## config.mk

```make
export PLATFORM = sky130hd
export DESIGN_NAME = supply_supervisor_ce_gating
export DESIGN_NICKNAME = d
export VERILOG_FILES = /design/src/hw/supervisor_pkg.sv /design/src/hw/sync_bank.sv /design/src/hw/supply_supervisor_ce_gating.sv
export SDC_FILE = /design/constraint.sdc
export NUM_CORES = 1
export LEC_CHECK = 0
export BUFFER_PORTS_ARGS = -buffer_cell sky130_fd_sc_hd__clkbuf_2
export CORE_ASPECT_RATIO = 1.1
export CORE_MARGIN = 3
export CORE_UTILIZATION = 45
export DETAILED_ROUTE_END_ITERATION = 12
export PLACE_DENSITY = 0.66
export SLEW_MARGIN = 40
export SYNTH_ARGS = -nofsm -noshare
export SYNTH_HDL_FRONTEND = slang
export SYNTH_HIERARCHICAL = 1
export SYNTH_SLANG_ARGS = --single-unit
```

## constraint.sdc

```tcl
create_clock -name clk_i -period 4.47 [get_ports clk_i]
set_input_delay 0.447 -clock clk_i [delete_from_list [all_inputs] [get_ports clk_i]]
set_output_delay 0.447 -clock clk_i [all_outputs]
set_load 0.1 [all_outputs]
```

## src/hw/supervisor_pkg.sv

```systemverilog
// Package with timing constants, comparator bit group and state types for the supply supervisor.
package supervisor_pkg;
  localparam int unsigned CLK_MHZ = 250;
  localparam int unsigned CHECK_PERIOD_MS = 200;
  localparam int unsigned CHECK_PERIOD_CYC = CHECK_PERIOD_MS * 1000 * CLK_MHZ;
  localparam int unsigned CHECK_ON_US = 25;
  localparam int unsigned CHECK_ON_CYC = CHECK_ON_US * CLK_MHZ;
  localparam int unsigned CE_HOLD_US = 15;
  localparam int unsigned CE_HOLD_CYC = CE_HOLD_US * CLK_MHZ;
  localparam int unsigned SYNC_BITS = 6;
  localparam logic [2:0] SYNC_RST = 3'h0;

  typedef enum logic [1:0] {
    CE_OFF,
    CE_ON,
    CE_DRAIN
  } ce_state_e;

  typedef struct packed {
    logic supply_ok;
    logic lowline_ok;
    logic main_above_batt;
    logic batt_ok;
    logic aux_ok;
    logic force_backup;
  } cmp_bits_s;
endpackage

```

## src/hw/sync_bank.sv

```systemverilog
// Two-flop synchroniser bank for asynchronous comparator results.
`timescale 1ns/100ps
module sync_bank #(
  parameter int unsigned WIDTH = 6
) (
  input wire logic clk_i,
  input wire logic rst_n_i,
  input wire logic [WIDTH-1:0] async_i,
  output logic [WIDTH-1:0] sync_o
);
  logic [WIDTH-1:0] stage1;

  always_ff @(posedge clk_i or negedge rst_n_i) begin
    if (!rst_n_i) begin
      stage1 <= '0;
      sync_o <= '0;
    end else begin
      stage1 <= async_i;
      sync_o <= stage1;
    end
  end
endmodule // sync_bank

```

## src/hw/supply_supervisor_ce_gating.sv

```systemverilog
// Supervisor logic: freshness seal, battery check, chip-enable gating and status outputs.
// Functional notes
// - Sealed cell stays isolated even when backup needed.
// - Seal ends on reset output rising edge.
// - Battery check every 200ms, 25us load window.
// - Checks start only after reset release.
// - Low cell drives battery good low, sticky.
// - Reset released: path opens one cycle later, then passes all transitions.
// - Reset asserted: path off, input high impedance.
// - Input high at reset: disable path immediately.
// - Input low: hold until rise or 15us.
// - Path off: pull output up to backed supply.
// - Aux fail output follows aux comparator with hysteresis.
// - Early warning follows lowline comparator ahead of reset.
// - Backup indicator high exactly while on battery.
// - Reset held while supply below threshold.
// - Return to main deferred until above battery/threshold.
`timescale 1ns/100ps
module supply_supervisor_ce_gating
  import supervisor_pkg::*;
#(
  parameter int unsigned CHECK_PERIOD = CHECK_PERIOD_CYC,
  parameter int unsigned CHECK_ON = CHECK_ON_CYC
) (
  input wire logic clk_i,
  input wire logic rst_n_i,
  input wire logic supply_ok_i,
  input wire logic lowline_ok_i,
  input wire logic main_above_batt_i,
  input wire logic batt_ok_i,
  input wire logic aux_monitor_in_i,
  input wire logic force_backup_in_i,
  input wire logic seal_request_i,
  input wire logic delay_done_i,
  input wire logic gated_select_in_i,
  output logic reset_n_o,
  output logic seal_active_o,
  output logic batt_connect_o,
  output logic batt_load_o,
  output logic battery_good_out_o,
  output logic gated_select_out_o,
  output logic gated_select_out_oe_o,
  output logic gated_select_pullup_o,
  output logic gated_select_in_hiz_o,
  output logic aux_fail_out_o,
  output logic lowline_n_o,
  output logic on_backup_indicator_o
);
  cmp_bits_s cmp;
  logic [SYNC_BITS-1:0] cmp_raw;
  logic [SYNC_BITS-1:0] cmp_sync;
  logic reset_n_prev;
  logic on_battery;
  logic [31:0] period_cnt;
  logic [31:0] on_cnt;
  logic [31:0] hold_cnt;
  ce_state_e ce_state;
  logic ce_pass;
  logic next_reset_n;
  logic [31:0] drain_age;

  assign cmp_raw = {supply_ok_i, lowline_ok_i, main_above_batt_i, batt_ok_i,
                    aux_monitor_in_i, force_backup_in_i};

  sync_bank #(.WIDTH(SYNC_BITS)) u_sync (
    .clk_i(clk_i),
    .rst_n_i(rst_n_i),
    .async_i(cmp_raw),
    .sync_o(cmp_sync)
  );
  assign cmp = cmp_sync;

  //////////////////////////////////////////////////////////////////////////////
  // Reset output is low while the supply is low or the delay has not run.
  assign next_reset_n = cmp.supply_ok & delay_done_i;

  always_ff @(posedge clk_i or negedge rst_n_i) begin
    if (!rst_n_i) begin
      reset_n_o <= 1'b0;
      reset_n_prev <= 1'b0;
    end else begin
      reset_n_o <= next_reset_n;
      reset_n_prev <= reset_n_o;
    end
  end

  // The seal is taken when requested and released on the reset rising edge.
  always_ff @(posedge clk_i or negedge rst_n_i) begin
    if (!rst_n_i) begin
      seal_active_o <= 1'b0;
    end else if (reset_n_o && !reset_n_prev) begin
      seal_active_o <= 1'b0;
    end else if (seal_request_i) begin
      seal_active_o <= 1'b1;
    end
  end

  //////////////////////////////////////////////////////////////////////////////
  // Source selection: battery when below threshold and battery higher, or forced while the supply is above threshold.
  always_ff @(posedge clk_i or negedge rst_n_i) begin
    if (!rst_n_i) begin
      on_battery <= 1'b0;
    end else if (cmp.force_backup && cmp.supply_ok) begin
      on_battery <= 1'b1;
    end else if (!cmp.supply_ok && !cmp.main_above_batt) begin
      on_battery <= 1'b1;
    end else if (cmp.supply_ok || cmp.main_above_batt) begin
      on_battery <= 1'b0;
    end
  end

  assign on_backup_indicator_o = on_battery;
  assign batt_connect_o = on_battery & ~seal_active_o;

  //////////////////////////////////////////////////////////////////////////////
  // Periodic battery check, running only while reset is released.
  always_ff @(posedge clk_i or negedge rst_n_i) begin
    if (!rst_n_i) begin
      period_cnt <= '0;
    end else if (!reset_n_o) begin
      period_cnt <= '0;
    end else if (period_cnt == CHECK_PERIOD - 1) begin
      period_cnt <= '0;
    end else begin
      period_cnt <= period_cnt + 32'h1;
    end
  end

  always_ff @(posedge clk_i or negedge rst_n_i) begin
    if (!rst_n_i) begin
      on_cnt <= '0;
      batt_load_o <= 1'b0;
    end else if (!reset_n_o || seal_active_o) begin
      on_cnt <= '0;
      batt_load_o <= 1'b0;
    end else if (period_cnt == CHECK_PERIOD - 1) begin
      on_cnt <= CHECK_ON - 1;
      batt_load_o <= 1'b1;
    end else if (on_cnt != 0) begin
      on_cnt <= on_cnt - 32'h1;
    end else begin
      batt_load_o <= 1'b0;
    end
  end

  // Battery good falls at the end of a failed window and never rises again.
  always_ff @(posedge clk_i or negedge rst_n_i) begin
    if (!rst_n_i) begin
      battery_good_out_o <= 1'b1;
    end else if (batt_load_o && on_cnt == 0 && !cmp.batt_ok) begin
      battery_good_out_o <= 1'b0;
    end
  end

  //////////////////////////////////////////////////////////////////////////////
  // Chip-enable gate state machine.
  // The gate decides on the edge at which reset falls, from the select level seen
  // there, so that neither a glitch nor a late reopen reaches the RAM.
  always_ff @(posedge clk_i or negedge rst_n_i) begin
    if (!rst_n_i) begin
      ce_state <= CE_OFF;
      hold_cnt <= '0;
    end else begin
      case (ce_state)
        CE_OFF: begin
          if (reset_n_o && next_reset_n) begin
            ce_state <= CE_ON;
          end
        end
        CE_ON: begin
          if (!next_reset_n) begin
            if (gated_select_in_i) begin
              ce_state <= CE_OFF;
            end else begin
              ce_state <= CE_DRAIN;
              hold_cnt <= CE_HOLD_CYC - 1;
            end
          end
        end
        CE_DRAIN: begin
          if (gated_select_in_i || hold_cnt == 0) begin
            ce_state <= CE_OFF;
          end else begin
            hold_cnt <= hold_cnt - 32'h1;
          end
        end
        default: begin
          ce_state <= CE_OFF;
        end
      endcase
    end
  end

  // Helper for the drain-length check: cycles spent in the drain state.
  always_ff @(posedge clk_i or negedge rst_n_i) begin
    if (!rst_n_i) begin
      drain_age <= '0;
    end else if (ce_state == CE_DRAIN) begin
      drain_age <= drain_age + 32'h1;
    end else begin
      drain_age <= '0;
    end
  end

  assign ce_pass = (ce_state == CE_ON && reset_n_o) ||
                   (ce_state == CE_DRAIN && !gated_select_in_i);
  assign gated_select_out_oe_o = 1'b1;
  assign gated_select_out_o = ce_pass ? gated_select_in_i : 1'b1;
  assign gated_select_pullup_o = ~ce_pass;
  assign gated_select_in_hiz_o = ~ce_pass;

  //////////////////////////////////////////////////////////////////////////////
  // Status outputs straight from the synchronized comparator bits.
  assign aux_fail_out_o = cmp.aux_ok;
  assign lowline_n_o = cmp.lowline_ok;

  a_seal_clear: assert property (@(posedge clk_i) disable iff (!rst_n_i)
    (reset_n_o && !reset_n_prev) |=> !seal_active_o)
    else $error("seal not cleared on reset rise");
  a_seal_isolate: assert property (@(posedge clk_i) disable iff (!rst_n_i)
    seal_active_o |-> !batt_connect_o)
    else $error("battery connected while sealed");
  a_check_gap: assert property (@(posedge clk_i) disable iff (!rst_n_i)
    !reset_n_o |=> !batt_load_o)
    else $error("battery check during reset");
  a_bgood_sticky: assert property (@(posedge clk_i) disable iff (!rst_n_i)
    !battery_good_out_o |=> !battery_good_out_o)
    else $error("battery good rose again");
  a_ce_pass: assert property (@(posedge clk_i) disable iff (!rst_n_i)
    (ce_state == CE_ON && reset_n_o) |-> gated_select_out_o == gated_select_in_i)
    else $error("select not passed");
  a_ce_fast_off: assert property (@(posedge clk_i) disable iff (!rst_n_i)
    ($fell(reset_n_o) && $past(gated_select_in_i) && $past(ce_state == CE_ON))
    |-> gated_select_pullup_o)
    else $error("path not closed at once");
  a_ce_drain_max: assert property (@(posedge clk_i) disable iff (!rst_n_i)
    (ce_state == CE_DRAIN) |-> drain_age < CE_HOLD_CYC)
    else $error("drain too long");
  a_ce_pullup: assert property (@(posedge clk_i) disable iff (!rst_n_i)
    (ce_state == CE_OFF) |-> (gated_select_pullup_o && gated_select_out_o && gated_select_in_hiz_o))
    else $error("pullup missing while disabled");
  a_reset_low: assert property (@(posedge clk_i) disable iff (!rst_n_i)
    !cmp.supply_ok |=> !reset_n_o)
    else $error("reset released with supply low");
endmodule // supply_supervisor_ce_gating

```

==> run metrics, run 1 <==
Hold WC Path Type primary input to async pin; Setup Skew around 0.0084 ns; hpwl dp 7810 um; Post-synth EDFFs 0; Overflow after GRT 0; Cell Rows 42; ys async rst share 100%; remaining antenna violation count 0; First DRT Iteration DRCs slightly below 300; Num CTS Buffers 17; Residual DRC 0; CP Data Arrival Time 3.14 ns; total global-route track usage a little under a fifth; DIE HEIGHT around 120 um; clk_lat worst skew about 0.4 ns; final std cell area, no fill 6560 um^2; Post-Route WL 11800 um; Static Leakage roughly 2.7 nW; placer congestion estimate between 0.8 and 0.9; cts hold-fix bufs 0; CTS sink cnt roughly 120; Worst IR Drop VDD between 0.2 and 0.3 mV; share of cells above drive strength 1 between 10% and 20%; vias about 4.5k; Startpoint Class flip-flop; Post-Syn Area 5740 um^2; largest net degree at the start of global routing 85; first-pass GRT wire length 21000 um; setup violators final 0; boundary pin count 23; Distinct cells, synth 50; Post-CTS Setup Inserts 0; cts repair resizes 0; Post-Syn Nets 606; Antenna diodes 0; fin nets slightly above 600; CP max stage delay around 0.72 ns; Worst Setup End Kind flip-flop; Worst path slowest cell or3_1; die area between 10000 and 15000 um^2; vias in the first global route ~4.5k; hold slack between 0.07 and 0.08 ns; Avg Synthesized Cell Area slightly below 10 um^2; Tcrit/Tclk final 64.2%; Final Max Slew Viols 0; crit path cell chain nor4_1 -> nand4_1 -> or3_1 -> xnor2_1 -> a21oi_1; pwr/cell area ~420 nW/um^2; worst slew pin tran between 0.6 and 0.7 ns; cells after synthesis ~600; worst-path maximum fanout 16; status complete, no violations; root buf cell clkbuf_16; Core ar. between 10000 and 15000 um^2; sequential share of the synthesized area between 50% and 60%; max-cap viol count 0; most common cell after layout, fill and taps aside dfrtp_1; Max Freq approximately 0.35 GHz; WS Path Type flip-flop to flip-flop; die width ~110 um; commonest cells after routing, fill and taps aside dfrtp_1, nor2_1, nand2_1; min Tclk post-route approximately 2.9 ns; RSZ-0062 raised after global routing no; Post-DP Area around 6000 um^2; initial antenna violation count 0; Syn. warnings 6; WL per Instance 15.3 um; predominant post-synthesis flop cell dfrtp_1; clock-pin slew on the worst setup and hold paths around 0.050 ns; FF+latch count, synth around 120; H-tree Lvls 4; max_slew headroom 54.6%; drt first pass iters 4; Initial Util 46.9%; post-DR vias/cell slightly below 6; Worst EP required between 4 and 5 ns; Max clock buf depth 2; fillcell total approximately 1.1k; TritonCTS clock tree yes; setup TNS 0 ns; IO Port Bufs 21; area delta synth->final 14.3%; Final Hold Viols 0
-- metrics by stage --
step           std cells  worst slack [ns]  utilization (%)  total power [mW]
5_1_grt              775              1.36             53.6              2.89
2_1_floorplan        591             0.669                -              1.34
4_1_cts              775              1.64             53.5              2.80
3_3_place_gp         743              1.64             48.5              1.41
3_5_place_dp         743              1.66             48.6              1.43
6_report             775              1.60             53.6              2.77
-- routing by layer --
layer	vias up	part of all wire, %	global-route usage (%)
met5	-	0	0
met4	0	1.5	7.14
met1	2257	47	23.8
met2	71	48	28.6
met3	15	2.9	4.37
li1	2177	-	-
-- kinds of logic (layout without fill, tap and decap cells) --
family / count (synthesis) / in the layout / synth area share (%)
multiplexers: 12 / 12 / 2.09
XOR/XNOR: 45 / 45 / 6.87
buffers and inverters: 41 / 71 / 3.38
adder cells (fa/ha/maj): 4 / 4 / 0.872
AO/OA/AOI/OAI: 85 / 85 / 9.35
flip-flops: 116 / 116 / 50.6
AND/OR/NAND/NOR: 287 / 287 / 26.8
other: 1 / 1 / 0.0653
-- final timing paths --
kind                                  start                to  slack [ns]  depth (start not counted)
min                                 rst_n_i  u_sync/sync_o[4]        0.08                          1
min in group clk_i             lowline_ok_i  u_sync/stage1[4]        0.14                          1
max in group asynchronous           rst_n_i       ce_state[0]        3.48                          2
min reg2reg                u_sync/stage1[3]  u_sync/sync_o[3]        0.35                          0
max                              on_cnt[24]         on_cnt[0]        1.60                          5
max reg2reg                      on_cnt[24]         on_cnt[0]        1.60                          5
-- cells in the mapped netlist, types with 12 or more instances --
master | instances | share of area (%)
a21oi_1 | 28 | 2.4
clkbuf_1 | 13 | 0.85
dfrtp_1 | 115 | 50
inv_1 | 14 | 0.92
mux2i_1 | 12 | 2.1
nand2_1 | 44 | 2.9
nand3_1 | 21 | 1.8
nand4_1 | 23 | 2.5
nor2_1 | 64 | 4.2
nor3_1 | 32 | 2.8
nor4_1 | 18 | 2.0
o21ai_0 | 17 | 1.5
o31ai_1 | 19 | 2.5
or3_1 | 24 | 2.6
or4_1 | 16 | 2.1
xnor2_1 | 22 | 3.4
xor2_1 | 23 | 3.5
-- area by class of cell --
cell class | count | area [um^2] | area share (%)
clock inverter | 10 | 130 | 1.98
inverter | 14 | 52.6 | 0.801
timing repair buffer | 25 | 144 | 2.19
multi-input combinational | 434 | 2670 | 40.7
tap | 154 | 193 | 2.94
sequential | 116 | 2900 | 44.3
clock buffer | 22 | 464 | 7.08
-- sequential cells by signal, indices dropped and copies added, names as in the netlist, 2 cells and up --
name	count
ce_state	2
hold_cnt	32
on_cnt	32
period_cnt	32
u_sync/stage1	6
u_sync/sync_o	6
-- worst max-delay path, delay by kind of cell (launching register included) --
| kind | cells | cell delay, ns |
|---|---|---|
| compound gates | 1 | 0.09 |
| flops | 1 | 0.44 |
| xor+xnor | 1 | 0.22 |
| simple gates | 3 | 1.97 |
-- power breakdown --
part	switching [mW]	internal [mW]	leakage (nW)
clock network	0.463	0.900	0.290
registers	0.0531	1.11	1.55
logic	0.170	0.0780	0.905
(Power assumes the default switching activity.)
==> run 2, diff against run 1 <==
--- a/config.mk
+++ b/config.mk
@@ -5,6 +5,7 @@
 export SDC_FILE = /design/constraint.sdc
 export NUM_CORES = 1
 export LEC_CHECK = 0
+export ABC_AREA = 1
 export BUFFER_PORTS_ARGS = -buffer_cell sky130_fd_sc_hd__clkbuf_2
 export CORE_ASPECT_RATIO = 1.1
 export CORE_MARGIN = 3
==> constraint.sdc (replaced) <==
create_clock -name clk_i -period 2.7 [get_ports clk_i]
set_input_delay 0.27 -clock clk_i [delete_from_list [all_inputs] [get_ports clk_i]]
set_output_delay 0.27 -clock clk_i [all_outputs]
set_load 0.1 [all_outputs]
==> run metrics, run 2 <==
status complete, no violations; hold path cells 2; root buf cell clkbuf_16; Synth top cells by count nand2_1, nor2_1, dfrtp_1; Combinational Power Share 25.8%; cells on worst reg2reg path 8; H-tree Lvls 4; FF-to-FF Start period_cnt[0]; hpwl dp 12400 um; First DRT Iteration DRCs 392; dominant cell by count in the synthesized netlist nand2_1; Avg Synthesized Cell Area about 7.1 um^2; Post-Syn Area 6980 um^2; Core ar. 15100 um^2; Tcrit/Tclk final about nine tenths; Max clock buf depth 2; IO Port Bufs 21; Final Max Slew Viols 0; CTS sink cnt 116; Clock Power Share around 39%; drt first pass iters 7; total global-route track usage between 20% and 30%; busiest grt layer met2; min Tclk post-route 2.38 ns; Worst EP required 2.43 ns; fillcell total between 1k and 1.5k; Antenna diodes 0; FF+latch count, synth ~120; Max Freq approximately 0.42 GHz; die area about 17000 um^2; cell taking the most area after synthesis dfrtp_1; setup violators final 0; initial antenna violation count 0; WHS Endpoint seal_active_o; HP Start seal_request_i; Static Leakage roughly 3.8 nW; met2 usage between 30% and 40%; top cells by area, synth dfrtp_1, nand2_1, nor2_1, inv_1, nand4_1; cells after synthesis a little under 1k; share of cells above drive strength 1 between 10% and 20%; CP Data Arrival Time ~2.1 ns; biggest registers after layout hold_cnt x32, on_cnt x32, period_cnt x32; max-cap viol count 0; CP max stage delay between 0.4 and 0.5 ns; RSZ-0062 raised after global routing no; met3 usage about 4.1%; placer congestion estimate between 0.8 and 0.9; DIE HEIGHT approximately 140 um; Worst Setup End Kind primary output; Seq pwr share 34.9%; Startpoint Class flip-flop; R2R Path End period_cnt[17]; dpl cells around 1.2k; fin nets between 1k and 1.5k; TritonCTS clock tree yes; WL per Instance between 10 and 15 um; clk_lat worst skew between 0.4 and 0.5 ns; area delta synth->final 13.3%; Initial Util between 40% and 50%; max_slew headroom between 60 and 70%; final core utilization between 50% and 60%; commonest cells after routing, fill and taps aside nand2_1, nor2_1, dfrtp_1; setup TNS 0 ns; Distinct cells, synth 40; post-synth top area share 41.2%; cts repair resizes 0; ys async rst share 100%; post-DR vias/cell approximately 5.1; Num CTS Buffers 17; Switch Pwr roughly 2.1 mW; worst slew pin tran between 0.5 and 0.6 ns; Worst IR Drop VDD 0.439 mV; vias 6251; pwr/cell area between 700 and 800 nW/um^2; Post-Route WL about 17000 um; Residual DRC 0; first-pass GRT wire length roughly 30000 um; Worst path slowest cell dfrtp_1; vias in the first global route just over 6k; Syn. warnings 6; Internal around 3.7 mW; remaining antenna violation count 0; Cell Rows between 40 and 50; clock-pin slew on the worst setup and hold paths about 0.06 ns; sequential share of the synthesized area 41.6%; Post-Syn Nets approximately 1000; largest net degree at the start of global routing 45; Layout Cells excl Fill between 1k and 1.5k; Hold WC Path Type primary input to flip-flop; worst-path maximum fanout 14; predominant post-synthesis flop cell dfrtp_1; die width roughly 120 um; Final Hold Viols 0; crit path cell chain nor2_4 -> inv_2 -> nor2_4 -> inv_1 -> o21ai_0 -> inv_1 -> or2_2 -> clkbuf_2; boundary pin count 23; reg2reg setup slack about 0.53 ns; met1 Usage GRT 27.1%; WS Path Type flip-flop to primary output; switching share of power between 30% and 40%; most common cell after layout, fill and taps aside nand2_1; Post-synth EDFFs 0; Setup Skew ~0.0096 ns; Overflow after GRT 0
[run 2: cell count changes after synthesis, moves of 16 or more]
cell     before  now
nor4_1       18    0
a21oi_1      28    8
o31ai_1      19    0
nand2_1      44  257
nor2_1       64  233
inv_1        14   88
nand3_1      21   55
or4_1        16    0
or3_1        24    0
nand4_1      23   45
[run 2: cell families (layout without fill, tap and decap cells)]
group / Yosys count / in the layout / synth area share (%)
AND/OR/NAND/NOR: 651 / 651 / 40.5
flip-flops: 116 / 116 / 41.6
buffers and inverters: 113 / 160 / 7.13
AO/OA/AOI/OAI: 56 / 56 / 4.84
XOR/XNOR: 41 / 41 / 5.14
adder cells (fa/ha/maj): 4 / 4 / 0.717
other: 1 / 1 / 0.0537
[run 2: worst max path at each step]
| stage | from | endpoint | cells after the start |
|---|---|---|---|
| 2_1_floorplan | reset_n_o | gated_select_out_o | 4 |
| 3_3_place_gp | period_cnt[0] | period_cnt[17] | 8 |
| 3_5_place_dp | period_cnt[0] | period_cnt[17] | 8 |
| 4_1_cts | ce_state[0] | gated_select_out_o | 8 |
| 5_1_grt | ce_state[0] | gated_select_out_o | 8 |
| 6_report | ce_state[0] | gated_select_out_o | 8 |
[run 2: worst max-delay path, delay by kind of cell, from the launching register on]
kind            cells  cell delay, ns
flops               1            0.42
compound gates      1            0.08
simple gates        3            0.53
buf+inv             4            0.66
[run 2: layout make-up]
type / instances / area, um^2 / area share (%)
clock inverter: 15 / 171 / 2.17
sequential: 116 / 2900 / 36.7
clock buffer: 17 / 425 / 5.37
tap: 196 / 245 / 3.10
inverter: 94 / 353 / 4.46
timing repair buffer: 34 / 235 / 2.97
multi-input combinational: 753 / 3580 / 45.2
[run 2: through the flow]
step           hold slack (ns)  power, mW  instance area [um^2]  worst slack, ns
6_report                0.0649       5.80                  7920            0.319
5_1_grt                 0.0593       6.16                  7920            0.183
4_1_cts                 0.0567       5.84                  7920            0.297
3_5_place_dp             0.309       3.53                  7250            0.535
3_3_place_gp             0.305       3.52                  7250            0.584
2_1_floorplan          -0.0256       3.18                  6980           0.0243
[run 2: repair_timing]
item	4_1_cts	5_1_grt
buffers inserted	0	0
hold buffers	7	0
endpoints found under the hold margin	46	0
[run 2: layer usage]
layer,wire length (um),share of wire [%]
met1,7730,45
met2,8380,49
met3,592,3.5
met4,435,2.5
met5,0,0
[run 2: power groups by stage]
stage / clock (mW) / combinational (mW) / sequential, mW
6_report: 2.27 / 1.50 / 2.03
5_1_grt: 2.41 / 1.71 / 2.05
4_1_cts: 2.31 / 1.50 / 2.02
3_5_place_dp: 0 / 1.48 / 2.05
3_3_place_gp: 0 / 1.47 / 2.05
2_1_floorplan: 0 / 1.14 / 2.04
